[config.mk]
export PLATFORM = sky130hd
export DESIGN_NAME = uart_control_baud_clock
export DESIGN_NICKNAME = d
export VERILOG_FILES = /design/src/logic/uart_ctl_pkg.sv /design/src/logic/count_clock_gen.sv /design/src/logic/uart_control_baud_clock.sv
export VERILOG_INCLUDE_DIRS = /design/src /design/src/logic
export SDC_FILE = /design/constraint.sdc
export NUM_CORES = 1
export LEC_CHECK = 0
export ABC_AREA = 1
export BUFFER_PORTS_ARGS = -buffer_cell sky130_fd_sc_hd__buf_2
export CORE_MARGIN = 2
export CORE_UTILIZATION = 55
export DETAILED_ROUTE_END_ITERATION = 10
export GPL_ROUTABILITY_DRIVEN = 1
export PLACE_DENSITY_LB_ADDON = 0.12
export SYNTH_ARGS = -nofsm -noshare
export SYNTH_HDL_FRONTEND = slang
export SYNTH_SLANG_ARGS = --single-unit
[constraint.sdc]
create_clock -name core_clk -period 3.45 [get_ports core_clk]
set_clock_uncertainty 0.05 [all_clocks]
set_input_delay 0.345 -clock core_clk [delete_from_list [all_inputs] [get_ports core_clk]]
set_output_delay 0.345 -clock core_clk [all_outputs]
set_load 0.01 [all_outputs]
[src/logic/uart_ctl_regs.svh]
`ifndef UART_CTL_REGS_SVH
`define UART_CTL_REGS_SVH

// register indices; byte address is four times the index
`define IDX_STATUS      15'h4100
`define IDX_TX_DATA     15'h4101
`define IDX_RX_DATA     15'h4102
`define IDX_MODE        15'h4103
`define IDX_CONTROL     15'h4104
`define IDX_EXPANSION   15'h4105
`define IDX_BAUD        15'h4106
`define IDX_FINE        15'h4107
`define IDX_IRQ_STATUS  15'h4108
`define IDX_CLOCK_CTL   15'h506c

// control register fields; interrupt status uses the same bit layout
`define CTL_TX_DONE_IE  7
`define CTL_RX_ERR_IE   6
`define CTL_RX_FULL_IE  5
`define CTL_TX_EMPTY_IE 4
`define CTL_THRESHOLD   1
`define CTL_ENABLE      0

// status register fields
`define ST_TX_DONE      7
`define ST_FRAME_ERR    6
`define ST_PARITY_ERR   5
`define ST_OVERRUN      4
`define ST_SECOND_BYTE  3
`define ST_TX_BUSY      2
`define ST_RX_READY     1
`define ST_TX_EMPTY     0

// clock control fields
`define CLK_DIV_MSB     5
`define CLK_DIV_LSB     4
`define CLK_SRC_MSB     3
`define CLK_SRC_LSB     2
`define CLK_GATE        0

// reset values and receive buffer depth
`define RST_BYTE        8'h00
`define RST_TX_EMPTY    1'b1
`define RX_DEPTH        2'h2

`endif

[src/logic/uart_ctl_pkg.sv]
package uart_ctl_pkg;

   // count clock source codes, in register order
   typedef enum logic [1:0] {SRC_INTERNAL, SRC_LOW_SPEED, SRC_HIGH_SPEED, SRC_EXTERNAL} clk_src_e;

   typedef logic [7:0] byte_t;

   // sticky flag update: a set in the same cycle as a clear wins
   function automatic byte_t w1c(input byte_t cur, input byte_t set, input byte_t clr);
      w1c = (cur & ~clr) | set;
   endfunction : w1c

   // low bits that must be all ones to pass 1/1, 1/2, 1/4, 1/8
   function automatic logic [2:0] div_mask(input logic [1:0] code);
      div_mask = (code == 2'h0) ? 3'h0 : (code == 2'h1) ? 3'h1 : (code == 2'h2) ? 3'h3 : 3'h7;
   endfunction : div_mask

endpackage : uart_ctl_pkg

[src/logic/count_clock_gen.sv]
`timescale 1ns/1ps
`include "uart_ctl_regs.svh"

module count_clock_gen
(
   // clock and synchronised reset
   input  wire logic       core_clk,
   input  wire logic       rst_sync_b,
   // oscillator pins: internal, low speed, high speed, external
   input  wire logic [3:0] osc_pins,
   // configuration
   input  wire logic [1:0] clk_source,
   input  wire logic [1:0] clk_divide,
   input  wire logic       clk_gate,
   input  wire logic       run,
   input  wire logic [7:0] baud_divisor,
   input  wire logic [3:0] fine_delay_count,
   // one-cycle pulse per baud counter underflow
   output logic            baud_tick
);

   logic [3:0] sync1_r;
   logic [3:0] sync2_r;
   logic [3:0] sync3_r;
   logic [2:0] div_cnt_r;
   logic [7:0] cnt_r;
   logic [3:0] uf_cnt_r;
   logic       stretch_r;
   logic       baud_tick_r;

   // pins are foreign clocks: two flops, then a third for edge detection
   always_ff @(posedge core_clk or negedge rst_sync_b)
      if (!rst_sync_b)
      begin
         sync1_r <= 4'h0;
         sync2_r <= 4'h0;
         sync3_r <= 4'h0;
      end
      else
      begin
         sync1_r <= osc_pins;
         sync2_r <= sync1_r;
         sync3_r <= sync2_r;
      end

   // source select and divider; oscillators must run below core_clk/2
   wire [3:0] rise_w     = sync2_r & ~sync3_r;
   wire       sel_edge   = rise_w[clk_source];
   wire       div_apply  = (clk_source == uart_ctl_pkg::SRC_INTERNAL) ||
                           (clk_source == uart_ctl_pkg::SRC_HIGH_SPEED);
   wire [2:0] mask_w     = uart_ctl_pkg::div_mask(clk_divide);
   wire       div_hit    = !div_apply || ((div_cnt_r & mask_w) == mask_w);
   wire       count_en   = clk_gate && sel_edge && div_hit;
   wire       delay_due  = uf_cnt_r < fine_delay_count;
   wire       at_zero    = cnt_r == 8'h00;

   // divider counts source edges; it restarts while the gate is off
   always_ff @(posedge core_clk or negedge rst_sync_b)
      if (!rst_sync_b)
         div_cnt_r <= 3'h0;
      else if (!clk_gate)
         div_cnt_r <= 3'h0;
      else if (sel_edge)
         div_cnt_r <= div_cnt_r + 3'h1;

   // baud counter with one stretched cycle per due underflow in sixteen
   always_ff @(posedge core_clk or negedge rst_sync_b)
      if (!rst_sync_b)
      begin
         cnt_r       <= 8'h00;
         uf_cnt_r    <= 4'h0;
         stretch_r   <= 1'b0;
         baud_tick_r <= 1'b0;
      end
      else if (!run)
      begin
         cnt_r       <= baud_divisor;
         uf_cnt_r    <= 4'h0;
         stretch_r   <= 1'b0;
         baud_tick_r <= 1'b0;
      end
      else
      begin
         baud_tick_r <= 1'b0;
         if (count_en && at_zero && delay_due && !stretch_r)
            stretch_r <= 1'b1;
         else if (count_en && at_zero)
         begin
            baud_tick_r <= 1'b1;
            cnt_r       <= baud_divisor;
            uf_cnt_r    <= uf_cnt_r + 4'h1;
            stretch_r   <= 1'b0;
         end
         else if (count_en)
            cnt_r <= cnt_r - 8'h01;
      end

   assign baud_tick = baud_tick_r;

   a_fine_stretch: assert property (@(posedge core_clk) disable iff (!rst_sync_b)
      (run && count_en && at_zero && delay_due && !stretch_r) |=> (!baud_tick && stretch_r))
      else $error("due underflow was not stretched");

   a_fine_plain: assert property (@(posedge core_clk) disable iff (!rst_sync_b)
      (run && count_en && at_zero && !delay_due) |=> baud_tick && (cnt_r == $past(baud_divisor)))
      else $error("underflow without delay missed its tick");

   a_div_gate: assert property (@(posedge core_clk) disable iff (!rst_sync_b)
      (!clk_gate || (div_apply && clk_divide == 2'h3 && div_cnt_r[2:0] != 3'h7)) |-> !count_en)
      else $error("count clock passed while gated or divided");

endmodule : count_clock_gen

[src/logic/uart_control_baud_clock.sv]
// The APB interface to the registers was left to the implementer.
`timescale 1ns/1ps
`include "uart_ctl_regs.svh"

// How it works
// - control bit 7 set lets the transmission-complete interrupt through, clear blocks it.
// - control bit 6 set lets the receive-error interrupt through, clear blocks it.
// - control bit 5 set lets the receive-buffer-full interrupt through, clear blocks it.
// - control bit 4 set lets the transmit-buffer-empty interrupt through, clear blocks it.
// - control bit 1 picks a full threshold of two buffered bytes when set, one when clear.
// - the fine field says how many underflows in every sixteen get one extra cycle.
// - the divide field passes 1/1, 1/2, 1/4 or 1/8 of the internal or high-speed source.
// - the transmission-complete status flag is set by hardware, cleared by writing one.
// - a status flag shows that a second received byte sits in the buffer.
// - a read-only status flag, one after reset, shows the transmit buffer is empty.
module uart_control_baud_clock
#(
   parameter int ADDR_W = 17
)
(
   // clock and reset
   input  wire logic              core_clk,
   input  wire logic              rst_b,
   // apb slave
   input  wire logic              psel,
   input  wire logic              penable,
   input  wire logic              pwrite,
   input  wire logic [ADDR_W-1:0] paddr,
   input  wire logic [31:0]       pwdata,
   output logic [31:0]            prdata,
   output logic                   pready,
   output logic                   pslverr,
   // count clock pins
   input  wire logic              internal_oscillator,
   input  wire logic              low_speed_oscillator,
   input  wire logic              high_speed_oscillator,
   input  wire logic              ext_clock,
   // transmit side of the shift logic
   output logic [7:0]             tx_byte,
   output logic                   tx_byte_valid,
   input  wire logic              tx_byte_ready,
   input  wire logic              tx_busy,
   input  wire logic              tx_done_evt,
   // receive side of the shift logic
   input  wire logic [7:0]        rx_byte,
   input  wire logic              rx_byte_valid,
   input  wire logic              rx_frame_err,
   input  wire logic              rx_parity_err,
   // configuration to the shift logic
   output logic                   port_enable,
   output logic                   infrared_mode,
   output logic                   char_len_8,
   output logic                   parity_en,
   output logic                   parity_odd,
   output logic                   stop_bits_2,
   output logic                   baud_tick,
   // interrupt
   output logic                   irq
);

   logic       rst_m_r;
   logic       rst_sync_b;
   logic [7:0] ctl_r;
   logic [7:0] exp_r;
   logic [7:0] baud_r;
   logic [3:0] fine_r;
   logic [7:0] clk_ctl_r;
   logic [7:0] mode_r;
   logic [7:0] flags_r;
   logic [7:0] irq_st_r;
   logic [7:0] tx_buf_r;
   logic       tx_buffer_empty_flag_r;
   logic [7:0] rx_mem_r [2];
   logic [1:0] rx_cnt_r;
   logic       full_lvl_r;
   logic [31:0] prdata_r;

   // reset is released through two flops so every flop on rst_sync_b leaves reset together
   always_ff @(posedge core_clk or negedge rst_b)
      if (!rst_b)
      begin
         rst_m_r    <= 1'b0;
         rst_sync_b <= 1'b0;
      end
      else
      begin
         rst_m_r    <= 1'b1;
         rst_sync_b <= rst_m_r;
      end

   // address decode; printed offsets are word indices
   wire [14:0] idx_w       = paddr[16:2];
   wire        aligned     = paddr[1:0] == 2'h0;
   wire        hit_status  = idx_w == `IDX_STATUS;
   wire        hit_tx      = idx_w == `IDX_TX_DATA;
   wire        hit_rx      = idx_w == `IDX_RX_DATA;
   wire        hit_mode    = idx_w == `IDX_MODE;
   wire        hit_ctl     = idx_w == `IDX_CONTROL;
   wire        hit_exp     = idx_w == `IDX_EXPANSION;
   wire        hit_baud    = idx_w == `IDX_BAUD;
   wire        hit_fine    = idx_w == `IDX_FINE;
   wire        hit_irq     = idx_w == `IDX_IRQ_STATUS;
   wire        hit_clk     = idx_w == `IDX_CLOCK_CTL;
   wire        mapped      = aligned && (hit_status || hit_tx || hit_rx || hit_mode ||
                             hit_ctl || hit_exp || hit_baud || hit_fine || hit_irq || hit_clk);
   wire        access      = psel && penable;
   wire        wr_acc      = access && pwrite && mapped;
   wire        rd_acc      = access && !pwrite && mapped;
   wire        rd_setup    = psel && !penable && !pwrite;
   wire [7:0]  wbyte       = pwdata[7:0];

   // zero wait state; unmapped or misaligned access answers with an error
   assign pready  = 1'b1;
   assign pslverr = access && !mapped;

   // receive buffer: two bytes, oldest read first, overrun drops the new byte
   wire        rx_take     = rx_byte_valid && port_enable;
   wire        rx_pop      = rd_acc && hit_rx && (rx_cnt_r != 2'h0);
   wire        rx_push     = rx_take && ((rx_cnt_r != `RX_DEPTH) || rx_pop);
   wire        rx_overrun  = rx_take && (rx_cnt_r == `RX_DEPTH) && !rx_pop;
   wire [1:0]  rx_slot     = rx_cnt_r - {1'b0, rx_pop};
   wire [1:0]  rx_cnt_nxt  = rx_cnt_r + {1'b0, rx_push} - {1'b0, rx_pop};
   wire        second_byte = rx_cnt_r == `RX_DEPTH;
   wire        rx_ready    = rx_cnt_r != 2'h0;
   wire        full_nxt    = ctl_r[`CTL_THRESHOLD] ? (rx_cnt_nxt == `RX_DEPTH)
                                                   : (rx_cnt_nxt != 2'h0);

   // transmit buffer handshake; a byte is offered only while the port runs
   wire        tx_taken    = tx_byte_valid && tx_byte_ready;
   wire        tx_write    = wr_acc && hit_tx;
   assign tx_byte_valid = !tx_buffer_empty_flag_r && port_enable;
   assign tx_byte       = tx_buf_r;

   // hardware events and software clears of the flag registers
   wire [7:0]  flag_set    = {tx_done_evt, rx_take && rx_frame_err, rx_take && rx_parity_err,
                              rx_overrun, 4'h0};
   wire [7:0]  flag_clr    = (wr_acc && hit_status) ? (wbyte & 8'hf0) : 8'h00;
   wire        rx_err_evt  = |flag_set[6:4];
   wire        empty_evt   = tx_taken && !tx_write;
   wire [7:0]  irq_set     = {tx_done_evt, rx_err_evt, full_nxt && !full_lvl_r, empty_evt, 4'h0};
   wire [7:0]  irq_clr     = (wr_acc && hit_irq) ? (wbyte & 8'hf0) : 8'h00;

   // status read view; tx_buffer_empty_flag and the buffer levels are read only
   wire [7:0]  status_w    = {flags_r[7:4], second_byte, tx_busy, rx_ready, tx_buffer_empty_flag_r};

   // read data multiplexer; reserved bits read zero
   wire [7:0]  rd_byte     = hit_status ? status_w :
                             hit_tx     ? tx_buf_r :
                             hit_rx     ? rx_mem_r[0] :
                             hit_mode   ? (mode_r & 8'h1e) :
                             hit_ctl    ? (ctl_r & 8'hf3) :
                             hit_exp    ? (exp_r & 8'h01) :
                             hit_baud   ? baud_r :
                             hit_fine   ? {4'h0, fine_r} :
                             hit_irq    ? irq_st_r :
                             hit_clk    ? (clk_ctl_r & 8'h3d) : 8'h00;

   // configuration registers written by software
   always_ff @(posedge core_clk or negedge rst_sync_b)
      if (!rst_sync_b)
      begin
         ctl_r     <= `RST_BYTE;
         exp_r     <= `RST_BYTE;
         baud_r    <= `RST_BYTE;
         fine_r    <= 4'h0;
         clk_ctl_r <= `RST_BYTE;
         mode_r    <= `RST_BYTE;
      end
      else if (wr_acc)
      begin
         if (hit_ctl)
            ctl_r <= wbyte & 8'hf3;
         if (hit_exp)
            exp_r <= wbyte & 8'h01;
         if (hit_baud)
            baud_r <= wbyte;
         if (hit_fine)
            fine_r <= wbyte[3:0];
         if (hit_clk)
            clk_ctl_r <= wbyte & 8'h3d;
         if (hit_mode)
            mode_r <= wbyte & 8'h1e;
      end

   // sticky flags and interrupt status; set wins over a same-cycle clear
   always_ff @(posedge core_clk or negedge rst_sync_b)
      if (!rst_sync_b)
      begin
         flags_r  <= `RST_BYTE;
         irq_st_r <= `RST_BYTE;
      end
      else
      begin
         flags_r  <= uart_ctl_pkg::w1c(flags_r, flag_set, flag_clr);
         irq_st_r <= uart_ctl_pkg::w1c(irq_st_r, irq_set, irq_clr);
      end

   // transmit buffer; a new write beats a same-cycle take by the shifter
   always_ff @(posedge core_clk or negedge rst_sync_b)
      if (!rst_sync_b)
      begin
         tx_buf_r <= `RST_BYTE;
         tx_buffer_empty_flag_r   <= `RST_TX_EMPTY;
      end
      else if (tx_write)
      begin
         tx_buf_r <= wbyte;
         tx_buffer_empty_flag_r   <= 1'b0;
      end
      else if (tx_taken)
         tx_buffer_empty_flag_r <= 1'b1;

   // receive buffer storage and level
   always_ff @(posedge core_clk or negedge rst_sync_b)
      if (!rst_sync_b)
      begin
         rx_mem_r[0] <= `RST_BYTE;
         rx_mem_r[1] <= `RST_BYTE;
         rx_cnt_r    <= 2'h0;
         full_lvl_r  <= 1'b0;
      end
      else
      begin
         if (rx_pop)
            rx_mem_r[0] <= rx_mem_r[1];
         if (rx_push && rx_slot == 2'h0)
            rx_mem_r[0] <= rx_byte;
         if (rx_push && rx_slot != 2'h0)
            rx_mem_r[1] <= rx_byte;
         rx_cnt_r   <= rx_cnt_nxt;
         full_lvl_r <= full_nxt;
      end

   // read data is captured in the setup cycle so it comes from a flop
   always_ff @(posedge core_clk or negedge rst_sync_b)
      if (!rst_sync_b)
         prdata_r <= 32'h0000_0000;
      else if (rd_setup)
         prdata_r <= {24'h00_0000, mapped ? rd_byte : 8'h00}; // misaligned reads zero too

   assign prdata = prdata_r;

   // interrupt: control bits 7..4 mask the matching status bits
   assign irq = |(irq_st_r[7:4] & ctl_r[7:4]);

   // configuration outputs
   assign port_enable   = ctl_r[`CTL_ENABLE];
   assign infrared_mode = exp_r[0];
   assign char_len_8    = mode_r[4];
   assign parity_en     = mode_r[3];
   assign parity_odd    = mode_r[2];
   assign stop_bits_2   = mode_r[1];

   // count clock and baud generator
   count_clock_gen u_count_clock_gen
   (
      .core_clk         (core_clk),
      .rst_sync_b       (rst_sync_b),
      .osc_pins         ({ext_clock, high_speed_oscillator, low_speed_oscillator,
                          internal_oscillator}),
      .clk_source       (clk_ctl_r[`CLK_SRC_MSB:`CLK_SRC_LSB]),
      .clk_divide       (clk_ctl_r[`CLK_DIV_MSB:`CLK_DIV_LSB]),
      .clk_gate         (clk_ctl_r[`CLK_GATE]),
      .run              (port_enable),
      .baud_divisor     (baud_r),
      .fine_delay_count (fine_r),
      .baud_tick        (baud_tick)
   );

   a_tx_done_irq: assert property (@(posedge core_clk) disable iff (!rst_sync_b)
      tx_done_evt |=> irq_st_r[7] && (ctl_r[7] -> irq))
      else $error("transmission complete interrupt gating wrong");

   a_rx_err_irq: assert property (@(posedge core_clk) disable iff (!rst_sync_b)
      (rx_overrun || (rx_take && rx_frame_err)) |=> irq_st_r[6] && (ctl_r[6] -> irq))
      else $error("receive error interrupt not raised");

   a_rx_full_irq: assert property (@(posedge core_clk) disable iff (!rst_sync_b)
      (full_nxt && !full_lvl_r) |=> irq_st_r[5] && (ctl_r[5] -> irq))
      else $error("receive full interrupt not raised");

   a_tx_empty_irq: assert property (@(posedge core_clk) disable iff (!rst_sync_b)
      (tx_taken && !tx_write) |=> tx_buffer_empty_flag_r && irq_st_r[4] && (ctl_r[4] -> irq))
      else $error("transmit empty interrupt not raised");

   a_full_level: assert property (@(posedge core_clk) disable iff (!rst_sync_b)
      ##1 full_lvl_r == ($past(ctl_r[1]) ? (rx_cnt_r == 2'h2) : (rx_cnt_r != 2'h0)))
      else $error("full level disagrees with threshold");

   a_tx_done_flag: assert property (@(posedge core_clk) disable iff (!rst_sync_b)
      tx_done_evt |=> status_w[7] ##1 ($past(flag_clr[7]) || status_w[7]))
      else $error("transmission complete flag lost");

   a_second_byte: assert property (@(posedge core_clk) disable iff (!rst_sync_b)
      (rx_take && rx_cnt_r == 2'h1 && !rx_pop) |=> status_w[3] && status_w[1])
      else $error("second byte flag not raised");

   a_tx_empty_flag: assert property (@(posedge core_clk) disable iff (!rst_sync_b)
      tx_write |=> !status_w[0] && tx_byte == $past(wbyte))
      else $error("transmit empty flag not cleared on write");

endmodule : uart_control_baud_clock

; ---- Word-level counts from Yosys, hierarchy flattened
; Cells that the tools add are included.
[totals]
register_bits = 111
in_bits = 72
output_inout_bits = 51
wordCells = 175
[op_classes]
addsub = 6
order_cmp = 2
n_eq_ne = 22
mux = 38
bitwise = 10
reduce_logical = 72
[op_table]
columns = op, count
row1 = $eq 15x15->1 const B, 10
row2 = $mux 8, 18
row3 = $logic_and 1x1->1, 31
row4 = $and 8x8->8, 2
row5 = $not 8->8, 2
row6 = $or 8x8->8, 2
row7 = $reduce_and 2->1, 8
row8 = $mux 3, 5
row9 = $logic_or 1x1->1, 12
row10 = $mux 4, 3
row11 = $mux 1, 10
row12 = $reduce_bool 2->1, 5
row13 = $logic_not 1->1, 9
row14 = $and 4x4->4, 2
row15 = $eq 2x2->1 const B, 4
row16 = $logic_not 2->1, 4
row17 = $logic_not 8->1, 1
row18 = $sub 8x1->8 const B, 1
row19 = $mux 6, 1
row20 = $ne 3x1->1 const B, 2
row21 = $add 4x1->4 const B, 1
row22 = $lt 4x4->1, 1
row23 = $ne 2x1->1 const B, 2
row24 = $ne 2x2->1 const B, 2
row25 = 11 further kinds, 12

; ---- Longest topological paths before layout
; Gate-level depths: netlist (run 1).
[depth]
word_depth = 22
depth_mapped = 22
mapped_depth_nobuf = 21

; ---- Hierarchy
; A second synthesis (run 1) with hierarchy kept.
[unflattened]
cells_unflattened = 787
area_unflattened_um2 = 5900.7
[by_module_without_submodules]
columns = mod, n_inst, cells_per_inst, area_each_um2, seq_area_each_um2
row1 = uart_control_baud_clock, 1, 597, 4295.4, 1853.0
row2 = count_clock_gen, 1, 190, 1605.3, 725.7

; ---- Worst setup path before layout (run 1)
; OpenSTA, ideal clock, no wires.
[synth_path]
path_type = input -> register
startpoint = input paddr[16]
endpoint = register irq_st_r[5]
setup_ns = 0.083
t_arrival_ns = 2.614
required_ns = 3.317
path_slack_ns = 0.703
path_stages = 22
n_path_buf = 1
path_cell_list = inv_1 nor2_1 nand2_1 nor2_1 buf_4 nand2_1 nand2_1 nor2_1 nand2_1 nor2_2 nor2_8 nand3_1 inv_1 ha_1 inv_1 ha_1 xnor2_1 xor2_1 nor2_1 a21oi_1 nand2_1 o21ai_0
[synth_between]
elab_chain_len = 22
elab_cells_between_ends = 37
cone_classes = 2 x add/sub / 11 x eq/ne / 2 x mux / 3 x bitwise / 19 x reduce/logical
[synth_rtl]
columns = item, line
row1 = "start, declared", uart_control_baud_clock.sv:28  ; input wire logic [ADDR_W-1:0] paddr,
row2 = $eq 15x15->1 (no source line), -
row3 = $logic_or 1x1->1 (4 in series), uart_control_baud_clock.sv:104  ; wire mapped = aligned && (hit_status || hit_tx || hit_rx || hit_mode ||
row4 = $logic_or 1x1->1 (5 in series), uart_control_baud_clock.sv:105  ; hit_ctl || hit_exp || hit_baud || hit_fine || hit_irq || hit_clk);
row5 = $logic_and 1x1->1, uart_control_baud_clock.sv:104
row6 = $logic_and 1x1->1, uart_control_baud_clock.sv:108  ; wire rd_acc = access && !pwrite && mapped;
row7 = $logic_and 1x1->1 * (2 in series), uart_control_baud_clock.sv:118  ; wire rx_pop = rd_acc && hit_rx && (rx_cnt_r != 2'h0);
row8 = $logic_or 1x1->1, uart_control_baud_clock.sv:119  ; wire rx_push = rx_take && ((rx_cnt_r != `RX_DEPTH) || rx_pop);
row9 = $logic_and 1x1->1, uart_control_baud_clock.sv:119
row10 = $add 2x1->2, uart_control_baud_clock.sv:122  ; wire [1:0] rx_cnt_nxt = rx_cnt_r + {1'b0, rx_push} - {1'b0, rx_pop};
row11 = $sub 2x1->2 *, uart_control_baud_clock.sv:122
row12 = named net rx_cnt_nxt[1], uart_control_baud_clock.sv:122
row13 = $eq 2x2->1 (no source line) or $reduce_bool 2->1 (tied branches), -
row14 = $mux 1 *, uart_control_baud_clock.sv:125  ; wire full_nxt = ctl_r[`CTL_THRESHOLD] ? (rx_cnt_nxt == `RX_DEPTH)
row15 = named net full_nxt, uart_control_baud_clock.sv:125
row16 = $logic_and 1x1->1 *, uart_control_baud_clock.sv:140  ; wire [7:0] irq_set = {tx_done_evt, rx_err_evt, full_nxt && !full_lvl_r, empty_evt, 4'h0};
row17 = $or 8x8->8 *, uart_ctl_pkg.sv:10  ; w1c = (cur & ~clr) | set;
row18 = "end signal, assigned", uart_control_baud_clock.sv:190  ; irq_st_r <= `RST_BYTE;
row19 = "end signal, assigned", uart_control_baud_clock.sv:195  ; irq_st_r <= uart_ctl_pkg::w1c(irq_st_r, irq_set, irq_clr);
row20 = "end, declared", uart_control_baud_clock.sv:70  ; logic [7:0] irq_st_r;
; The timed path passes the listed nets; every way through them passes the cells marked *.
; A chain may end at the register's enable or synchronous reset.

; ---- Final worst setup path (run 1)
[layout_path]
startpoint = input paddr[13]
endpoint = register irq_st_r[5]
; The elaborated chain is that of the path after synthesis.

==> impl_metrics.ini, run 1 <==
[clock_tree]
hold_buffers = 5
cts_root_buffer = clkbuf_8
clk_pin_slew_worst_paths_ps = 100
cts_tree = yes
ctsLongestPathBuffers = 2
postCtsSetupBuffers = 0
cts-htree-levels = 3
clock_latency_ps = 400
cts_buffers = 9
cts_resized = 0
clock_sinks = 103

[place]
dp_cells = 954
hpwl_mm = 10.8
io_buffers = 73
dpl_cell_area_mm2 = 0.00622
gp_congestion = 0.850
place_ws_ps = 211

[yosys]
ys_ff_latch = 103
ys_warn_count = 0
syn_area_per_cell_um2 = 7.70
synthCells = 752
ys_types = 39
syn_area_mm2 = 0.00579
synth_seq_area_share = 0.446

[timing]
rsz0062_at_grt = false
finalCritPeriodShare = 0.831
finalHoldWorstSlack_ps = 97.5
drv_slew = 0
max_freq_mhz = 349
worst_slew_pin_slew_ps = 559
worst_slack_ps = 584
hold_viol_final = 0
tns_ps = 0
setup_viol = 0
slew_headroom = 0.628
finalWorstPathRequiredPeriod_ps = 2870

[final_layout]
area_growth_syn_to_layout_pct = 12.2
fin_area_mm2 = 0.00649
layoutNonFillerInstCount = 975
nFillCells = 941
drive_above_1_share = 0.167
n_antenna_cell = 0
fin_nets = 915
finish.utilization = 0.631

[detailed_routing]
drtAntennaViolNets = 0
wl_mm = 14.3
dr_total_vias = 5069
avgRoutedWirePerCell_um = 14.6
routed_via_density = 5.20
first_pass_iters = 5
drc = 0
drt_iter0_drc = 400

[global_routing]
grt_start_max_net_pins = 102
antenna_found_initial = 0
grt_pass1_wl_mm = 23.7
first_global_vias = 4864
grt_use_total = 0.269
grt_overflow = 0

[power]
netSwitchingFraction = 0.246
peakVddDrop_uv = 379
seqPwrFrac = 0.555
power.combinational.fraction = 0.067
p_leak_nw = 3.62
clkPwrFrac = 0.379
p_per_area_mw_per_mm2 = 346
power_mw = 2.24
p_switching_uw = 551
power.internal_mw = 1.69

[worst_setup_path]
cp_slowest_cell = ha_1
crit_fanout = 20
arrival_ps = 3140
critPathRequiredTime_ps = 3730
cp_common_cell = nor2_1
slowest_delay_ps = 320
start_kind = input pin
path_cells = buf_2 -> nor2_1 -> nand2_1 -> nor2_1 -> buf_12 -> nand3_2 -> inv_1 -> nor2_1 -> nand3_2 -> nand3_1 -> nand2_1 -> nand2_2 -> ha_1 -> inv_1 -> ha_1 -> xnor2_1 -> xor2_1 -> nor2_1 -> a21oi_1 -> nand2_1 -> o21ai_0
setup.worst_path.class = input pin to flop
crit_path_end_kind = flop

[floorplan]
start_util = 0.563
coreArea_mm2 = 0.0103
die_h_um = 107
rows = 37
die_area_mm2 = 0.0114
die_w_um = 107
io_pins = 123

[flow_run]
max-cap-violations = 0

[worst_hold_path]
holdCritPathClass = input pin to flop

[run_status]
status = complete, no violations
## flip-flops by register name, indices dropped and copies added, names as in the netlist, 5 cells and up
name / count
u_count_clock_gen.cnt_r: 8
prdata: 8
rx_mem_r: 16
clk_ctl_r: 5
tx_byte: 8
ctl_r: 6
baud_r: 8
## synthesized netlist by cell type (all sizes together)
cell type,number,area (µm²)
nor3,8,45.0
nand2,243,940
dfstp,1,26.3
o211ai,7,52.6
dfrtp,102,2550
clkinv,1,3.75
nor3b,1,7.51
nand3b,3,22.5
xor2,4,35.0
conb,2,7.51
a211oi,1,7.51
inv,82,308
nand3,61,343
buf,36,269
o2111ai,3,26.3
xnor2,6,52.6
nor2,75,372
and2,1,6.26
clkbuf,3,11.3
o21bai,1,7.51
nand4,14,109
ha,9,113
a21oi,9,45.0
o21ai,79,425
## metal layers
layer | up-vias | GRT usage | part of all wire
li1 | 2519 | - | -
met4 | 0 | 0.101 | 0.027
met2 | 154 | 0.434 | 0.47
met5 | - | 0 | 0
met1 | 2369 | 0.359 | 0.45
met3 | 27 | 0.0565 | 0.051
## final cells by class
cell class	count	area (µm²)	share of cell area
Clock buffer	10	128	0.0197
Clock inverter	6	91.3	0.0141
Inverter	83	312	0.0480
Multi-Input combinational cell	551	2710	0.417
Sequential cell	103	2580	0.398
Tap cell	136	170	0.0262
Timing Repair Buffer	86	500	0.0771
## power groups by stage
| stage | clock network, mW | logic, mW | registers, mW |
|---|---|---|---|
| after floorplan | 0 | 0.0894 | 1.28 |
| after global placement | 0 | 0.142 | 1.27 |
| after detailed placement | 0 | 0.147 | 1.27 |
| after CTS | 0.875 | 0.152 | 1.24 |
| after global routing | 0.914 | 0.171 | 1.25 |
| final | 0.850 | 0.149 | 1.24 |
## logic make-up after synthesis
kind of cell    synth area share
compound gates            0.0975
xor+xnor                  0.0151
fa+ha+maj                 0.0195
buf+inv                    0.102
flops                      0.446
other cells              0.00130
simple gates               0.319
## critical path: cells and delay by family
family	cells	cell delay [ps]
and+or+nand+nor	11	1200
buffers and inverters	4	460
adders and majority gates	2	500
xor gates and xnor gates	2	380
AOI/OAI and AO/OA	2	240
## final timing paths
| check | start | to | depth (start not counted) | slack (ps) |
|---|---|---|---|---|
| max reg2reg | ctl_r[0] | irq_st_r[5] | 13 | 970 |
| min | tx_done_evt | irq_st_r[7] | 3 | 100 |
| min reg2reg | u_count_clock_gen.sync1_r[1] | u_count_clock_gen.sync2_r[1] | 0 | 300 |
| min in group asynchronous | rst_b | rst_sync_b | 2 | 210 |
| max in group asynchronous | rst_sync_b | prdata[0] | 1 | 2590 |
| max | paddr[13] | irq_st_r[5] | 21 | 580 |
## cell usage in the layout, fill, tap and decap left out, types with 2 or more instances in the layout
| master | Yosys | final |
|---|---|---|
| nor2_4 | 5 | 5 |
| inv_1 | 79 | 79 |
| inv_6 | 0 | 2 |
| inv_2 | 3 | 3 |
| bufinv_16 | 0 | 2 |
| nand4_1 | 12 | 12 |
| nand3_2 | 5 | 5 |
| buf_4 | 28 | 6 |
| dfrtp_1 | 102 | 101 |
| nand2_1 | 236 | 236 |
| nand2_2 | 5 | 5 |
| nor2_1 | 60 | 60 |
| o21ai_0 | 55 | 55 |
| xor2_1 | 4 | 4 |
| ha_1 | 9 | 9 |
| dlygate4sd3_1 | 0 | 5 |
| buf_2 | 5 | 73 |
| buf_12 | 0 | 2 |
| nand2_4 | 2 | 2 |
| a21oi_1 | 9 | 9 |
| nand3_1 | 55 | 55 |
| o21ai_1 | 16 | 16 |
| nor3_1 | 7 | 7 |
| o211ai_1 | 7 | 7 |
| conb_1 | 2 | 26 |
| o2111ai_1 | 3 | 3 |
| xnor2_1 | 6 | 6 |
| o21ai_2 | 8 | 8 |
| nand3b_1 | 3 | 3 |
| nor2_8 | 2 | 2 |
| nor2_2 | 8 | 8 |
| clkbuf_8 | 0 | 9 |
No activity file was read; power rests on OpenSTA's default activity.
==> run 2: changes to the inputs <==
Settings changed: CORE_UTILIZATION 55 to 50.
Clock period 3.45 ns to 2.4 ns, I/O delays scaled along.
==> run 2 against run 1 <==
  * Die area up 9.6%
  * Critical endpoint unchanged
  * Combinational power rose by 58%
  * Sequential cell count is the same
  * Sequential share of layout area is 3.4 points lower
  * Routed wire length rose by 5.8%
  * Core utilization shrank 0.67 points
  * Via count increased by 3.5%
  * Global-route usage fell by 2.0 points
  * Sequential power increased by 44%
  * Register-to-register slack lost 660 ps
  * Total power is 57% higher
==> impl_metrics.ini, run 2 (synthesis results as in run 1) <==
[run_status]
status = complete, no violations

[worst_setup_path]
critPathRequiredTime_ps = 2640
start_kind = input pin
arrival_ps = 2500
setup.worst_path.class = input pin to flop
crit_fanout = 3
crit_path_end_kind = flop

[final_layout]
drive_above_1_share = 0.244
top_register = rx_mem_r
mostFrequentLayoutCells = nand2_1, dfrtp_1, inv_1
finish.utilization = 0.625
largest_register_ffs = 16
layout_commonest_cell = nand2_1
fin_nets = 963
fin_area_mm2 = 0.00710
n_antenna_cell = 0
nFillCells = 1023
layoutNonFillerInstCount = 1030
area_growth_syn_to_layout_pct = 22.7

[timing]
finalCritPeriodShare = 0.943
max_freq_mhz = 442
drv_slew = 0
finalWorstPathRequiredPeriod_ps = 2260
setup_viol = 0
tns_ps = 0
rsz0062_at_grt = true
hold_viol_final = 0

[floorplan]
die_area_mm2 = 0.0125
coreArea_mm2 = 0.0114
die_w_um = 112
io_pins = 123
die_h_um = 112
rows = 39
start_util = 0.509

[clock_tree]
clock_latency_ps = 360
clk_pin_slew_worst_paths_ps = 70
ctsLongestPathBuffers = 2
cts-htree-levels = 3
cts_buffers = 9
clock_sinks = 103
cts_tree = yes
cts_root_buffer = clkbuf_16

[global_routing]
first_global_vias = 5000
grt_use_total = 0.249
grt_start_max_net_pins = 50
grt_overflow = 0
grt_pass1_wl_mm = 24.6
antenna_found_initial = 0

[detailed_routing]
routed_via_density = 5.09
drtAntennaViolNets = 0
drt_iter0_drc = 453
first_pass_iters = 7
drc = 0
avgRoutedWirePerCell_um = 14.7
dr_total_vias = 5245
wl_mm = 15.1

[place]
gp_congestion = 0.886
hpwl_mm = 11.6
dpl_cell_area_mm2 = 0.00659
io_buffers = 73
dp_cells = 1003

[power]
peakVddDrop_uv = 800
p_leak_nw = 3.92
p_per_area_mw_per_mm2 = 496

[worst_hold_path]
holdCritPathClass = input pin to flop

[flow_run]
max-cap-violations = 0
-- run 2: changes by cell type in the layout (fill, tap and decap cells not counted), moves of 4 or more --
cell	change
buf_4	+46
clkbuf_16	+9
clkbuf_8	-6
inv_1	-4
inv_2	+4
nand2_1	-8
nand2_2	+6
nor2_1	-6
nor2_4	+5
-- run 2: final cells by class --
class / instances / area, µm² / area share
inverter: 83 / 312 / 0.0439
tap: 143 / 179 / 0.0252
clock inverter: 4 / 36.3 / 0.00511
multi-input combinational: 551 / 2850 / 0.402
timing repair buffer: 134 / 875 / 0.123
clock buffer: 12 / 267 / 0.0375
sequential: 103 / 2580 / 0.364
-- run 2: path summary, 6_finish.rpt --
kind	startpoint	to	slack, ps	cells past startpoint
min	tx_done_evt	irq_st_r[7]	40	3
max	paddr[11]	irq_st_r[5]	140	19
min in group asynchronous	rst_b	rst_sync_b	130	2
max reg2reg	clk_ctl_r[2]	u_count_clock_gen.cnt_r[5]	310	13
min reg2reg	rst_sync_b	tx_byte[4]	170	0
max in group asynchronous	rst_sync_b	u_count_clock_gen.div_cnt_r[1]	1370	1
-- run 2: critical path: stages --
cell and delay [ps]:
buf_2 110, nor3b_1 210, nand2_1 200, nor2_2 210, nand2_1 110, nand3_2 100, nor2_4 60, nor2_8 90
nand3_4 70, inv_2 70, ha_4 190, inv_2 60, ha_4 130, xnor2_2 110, xor2_1 190, nor2_1 80
a21oi_2 130, nand2_1 70, o21ai_1 70
-- run 2: timing repair --
| action | CTS | global route |
|---|---|---|
| setup buffers | 0 | 5 |
| hold endpoints to repair | 6 | 0 |
| resized for setup | 0 | 31 |
| endpoints found under the setup margin | 0 | 5 |
| hold buffers | 5 | 0 |
-- run 2: per-stage QoR --
step	total power [mW]	hold WS [ps]	setup WS [ps]
floorplan	1.97	-106	-112
global placement	2.04	-25.3	-186
detailed placement	2.05	-22.5	-312
CTS	3.54	28.7	64.1
global route	3.66	41.3	-29.3
finish	3.52	36.5	138
-- run 2: metal layers --
| layer | track usage | part of all wire | vias to the layer above |
|---|---|---|---|
| met5 | 0 | 0 | - |
| met4 | 0.0724 | 0.013 | 0 |
| met3 | 0.0561 | 0.045 | 16 |
| met2 | 0.417 | 0.48 | 143 |
| met1 | 0.328 | 0.46 | 2465 |
| li1 | - | - | 2621 |
-- run 2: report_power, final --
part	leakage, nW	switching, mW	total (mW)	internal (mW)
registers	1.33	0.0273	1.79	1.77
clock network	0.147	0.692	1.49	0.803
logic	2.44	0.150	0.236	0.0865
total	3.92	0.869	3.52	2.66
==> run 3: changes to the inputs <==
Settings changed: ABC_AREA 1 to default, CORE_UTILIZATION 50 to 55.
Clock period 2.4 ns to 2.6 ns, I/O delays scaled along.
==> run 3 against run 2 <==
  * The flow now finishes with violations (setup timing)
  * Critical path depth fell by 5
  * Cell count fell by 22%
  * Total power rose by 1.6%
  * Core utilization rose by 5.8 points
  * Non-clock buffer count rose by 2
  * Sequential cell count did not move
  * Hold slack improved by 2.4 ps
  * Die area fell by 14%
  * Global-route usage rose by 3.2 points
  * Clock power fell by 30%
==> impl_metrics.ini, run 3 <==
[global_routing]
grt_start_max_net_pins = 56
grt_pass1_wl_mm = 23.6
grt_use_total = 0.281
first_global_vias = 4514
antenna_found_initial = 0
grt_overflow = 0

[clock_tree]
cts_root_buffer = clkbuf_8
clock_sinks = 103
clk_pin_slew_worst_paths_ps = 100
cts-htree-levels = 3
clock_latency_ps = 370
ctsLongestPathBuffers = 2
cts_buffers = 9
cts_tree = yes

[place]
dpl_cell_area_mm2 = 0.00627
io_buffers = 73
place_ws_ps = -372
dp_cells = 778
gp_congestion = 0.936
hpwl_mm = 11.2

[run_status]
status = finished with violations
failed_checks = setup timing

[detailed_routing]
drc = 0
routed_via_density = 5.71
wl_mm = 14.8
drt_iter0_drc = 264
dr_total_vias = 4576
first_pass_iters = 5
avgRoutedWirePerCell_um = 18.5
drtAntennaViolNets = 0

[floorplan]
die_w_um = 104
start_util = 0.562
die_area_mm2 = 0.0107
rows = 36
die_h_um = 104
io_pins = 123
coreArea_mm2 = 0.00968

[yosys]
synth_area_leaders = dfrtp_1, mux2_2, nand2_1
ys_warn_count = 0
ys.flop_type = dfrtp_1
synth_top_area_cell = dfrtp_1
yosysMostFrequentCell = dfrtp_1
syn_area_mm2 = 0.00545
yosysTopAreaCellShare = 0.469
syn_area_per_cell_um2 = 10.2
ys_ff_latch = 103
synth_seq_area_share = 0.474
ys_types = 71
synthArstFlopShare = 1.00
synth_edf_count = 0
synthCells = 532
yosys-top-cells-count = dfrtp_1, nand2_1, mux2_2

[timing]
setup_viol = 1
rsz0062_at_grt = true
finalWorstPathRequiredPeriod_ps = 2630
tns_ps = -25.3
hold_viol_final = 0
worst_slack_ps = -25.3
drv_slew = 0
worst_slew_pin_slew_ps = 948
slew_headroom = 0.364
max_freq_mhz = 381
finalCritPeriodShare = 1.01

[worst_setup_path]
start_kind = input pin
setup.worst_path.class = input pin to flop
ff2ff_setup_slack_ps = 250
critPathRequiredTime_ps = 2820
r2r_cells = 6
crit_path_end_kind = flop
r2r-end = u_count_clock_gen.cnt_r[2]
crit_fanout = 3
reg2reg_from = clk_ctl_r[3]
arrival_ps = 2840

[final_layout]
mostFrequentLayoutCells = dfrtp_1, buf_2, nand2_1
top_register = rx_mem_r
fin_area_mm2 = 0.00661
seq_area_mm2 = 0.00258
n_antenna_cell = 0
layoutNonFillerInstCount = 802
fin_nets = 745
multi_input_area_mm2 = 0.00269
drive_above_1_share = 0.314
nFillCells = 772
finish.utilization = 0.683
largest_register_ffs = 16
layout_commonest_cell = dfrtp_1
area_growth_syn_to_layout_pct = 21.4

[power]
peakVddDrop_uv = 448
p_per_area_mw_per_mm2 = 541
p_leak_nw = 3.17

[flow_run]
max-cap-violations = 0

[worst_hold_path]
hold_path.startpoint = tx_done_evt
hold_path_end = flags_r[7]
min_path_cells = 2
holdCritPathClass = input pin to flop
run 3: cell count changes in the layout (fill, tap and decap cells not counted), moves of 18 or more:
cell	before	now
o21ai_0	54	33
inv_1	75	23
nand2_1	228	58
nor2_1	54	30
mux2i_1	0	18
mux2_2	0	35
nand3_1	52	12
run 3: layout make-up:
class | count | share of cell area
repair buffers | 136 | 0.133
clock inverters | 6 | 0.0104
clock buffers | 10 | 0.0208
inverters | 24 | 0.0136
flip-flops and latches | 103 | 0.391
well taps | 133 | 0.0252
multi-input cells | 390 | 0.406
run 3: how the worst max path moves through the flow:
stage / from / endpoint / cells after the start
floorplan: paddr[7] / irq_st_r[5] / 12
global placement: paddr[7] / irq_st_r[5] / 13
detailed placement: paddr[7] / irq_st_r[5] / 13
CTS: paddr[7] / irq_st_r[5] / 13
global route: paddr[4] / irq_st_r[5] / 13
finish: paddr[14] / irq_st_r[5] / 14
run 3: what timing repair did:
action                                  CTS  global route
endpoints found under the setup margin    0             1
setup buffers                             0             3
hold buffers                              5             0
endpoints found under the hold margin     6             0
gates resized for setup                   0            13
run 3: where the power goes:
group	total (mW)	internal, mW	leakage (nW)	switching (mW)
Combinational	0.658	0.329	1.79	0.330
Clock	1.04	0.477	0.103	0.567
Sequential	1.88	1.76	1.27	0.117
Total	3.58	2.56	3.17	1.01
run 3: critical path: stages:
cell     delay [ps]
buf_2           130
buf_4           140
nor2b_1         160
nand4_1         240
nor4_4          370
nor3b_2          90
or2_4           270
ha_4            260
inv_2            40
ha_4            150
xor2_1          160
xnor2_1         210
mux2i_1         120
a22o_1          210
run 3: kinds of logic (layout without fill, tap and decap cells):
family / count (synthesis) / after routing / synth area share
buffers and inverters: 63 / 176 / 0.0616
other: 2 / 26 / 0.00138
adder cells (fa/ha/maj): 9 / 9 / 0.0207
flip-flops: 103 / 103 / 0.474
XOR/XNOR: 6 / 6 / 0.00965
multiplexers: 53 / 53 / 0.105
AO/OA/AOI/OAI: 116 / 116 / 0.149
AND/OR/NAND/NOR: 180 / 180 / 0.179
run 3: routing by layer:
metal | GRT usage | wire length, µm | share of wire | vias up
li1 | - | - | - | 2141
met1 | 0.380 | 6440 | 0.43 | 2253
met2 | 0.461 | 7260 | 0.49 | 158
met3 | 0.0535 | 793 | 0.053 | 24
met4 | 0.0927 | 355 | 0.024 | 0
met5 | 0 | 0 | 0 | -
run 3: stage by stage:
| stage | hold WS, ps | power [mW] |
|---|---|---|
| finish | 38.9 | 3.58 |
| global route | 33.0 | 3.76 |
| CTS | 34.3 | 3.53 |
| detailed placement | -0.276 | 2.48 |
| global placement | -3.68 | 2.45 |
| floorplan | -85.6 | 2.26 |
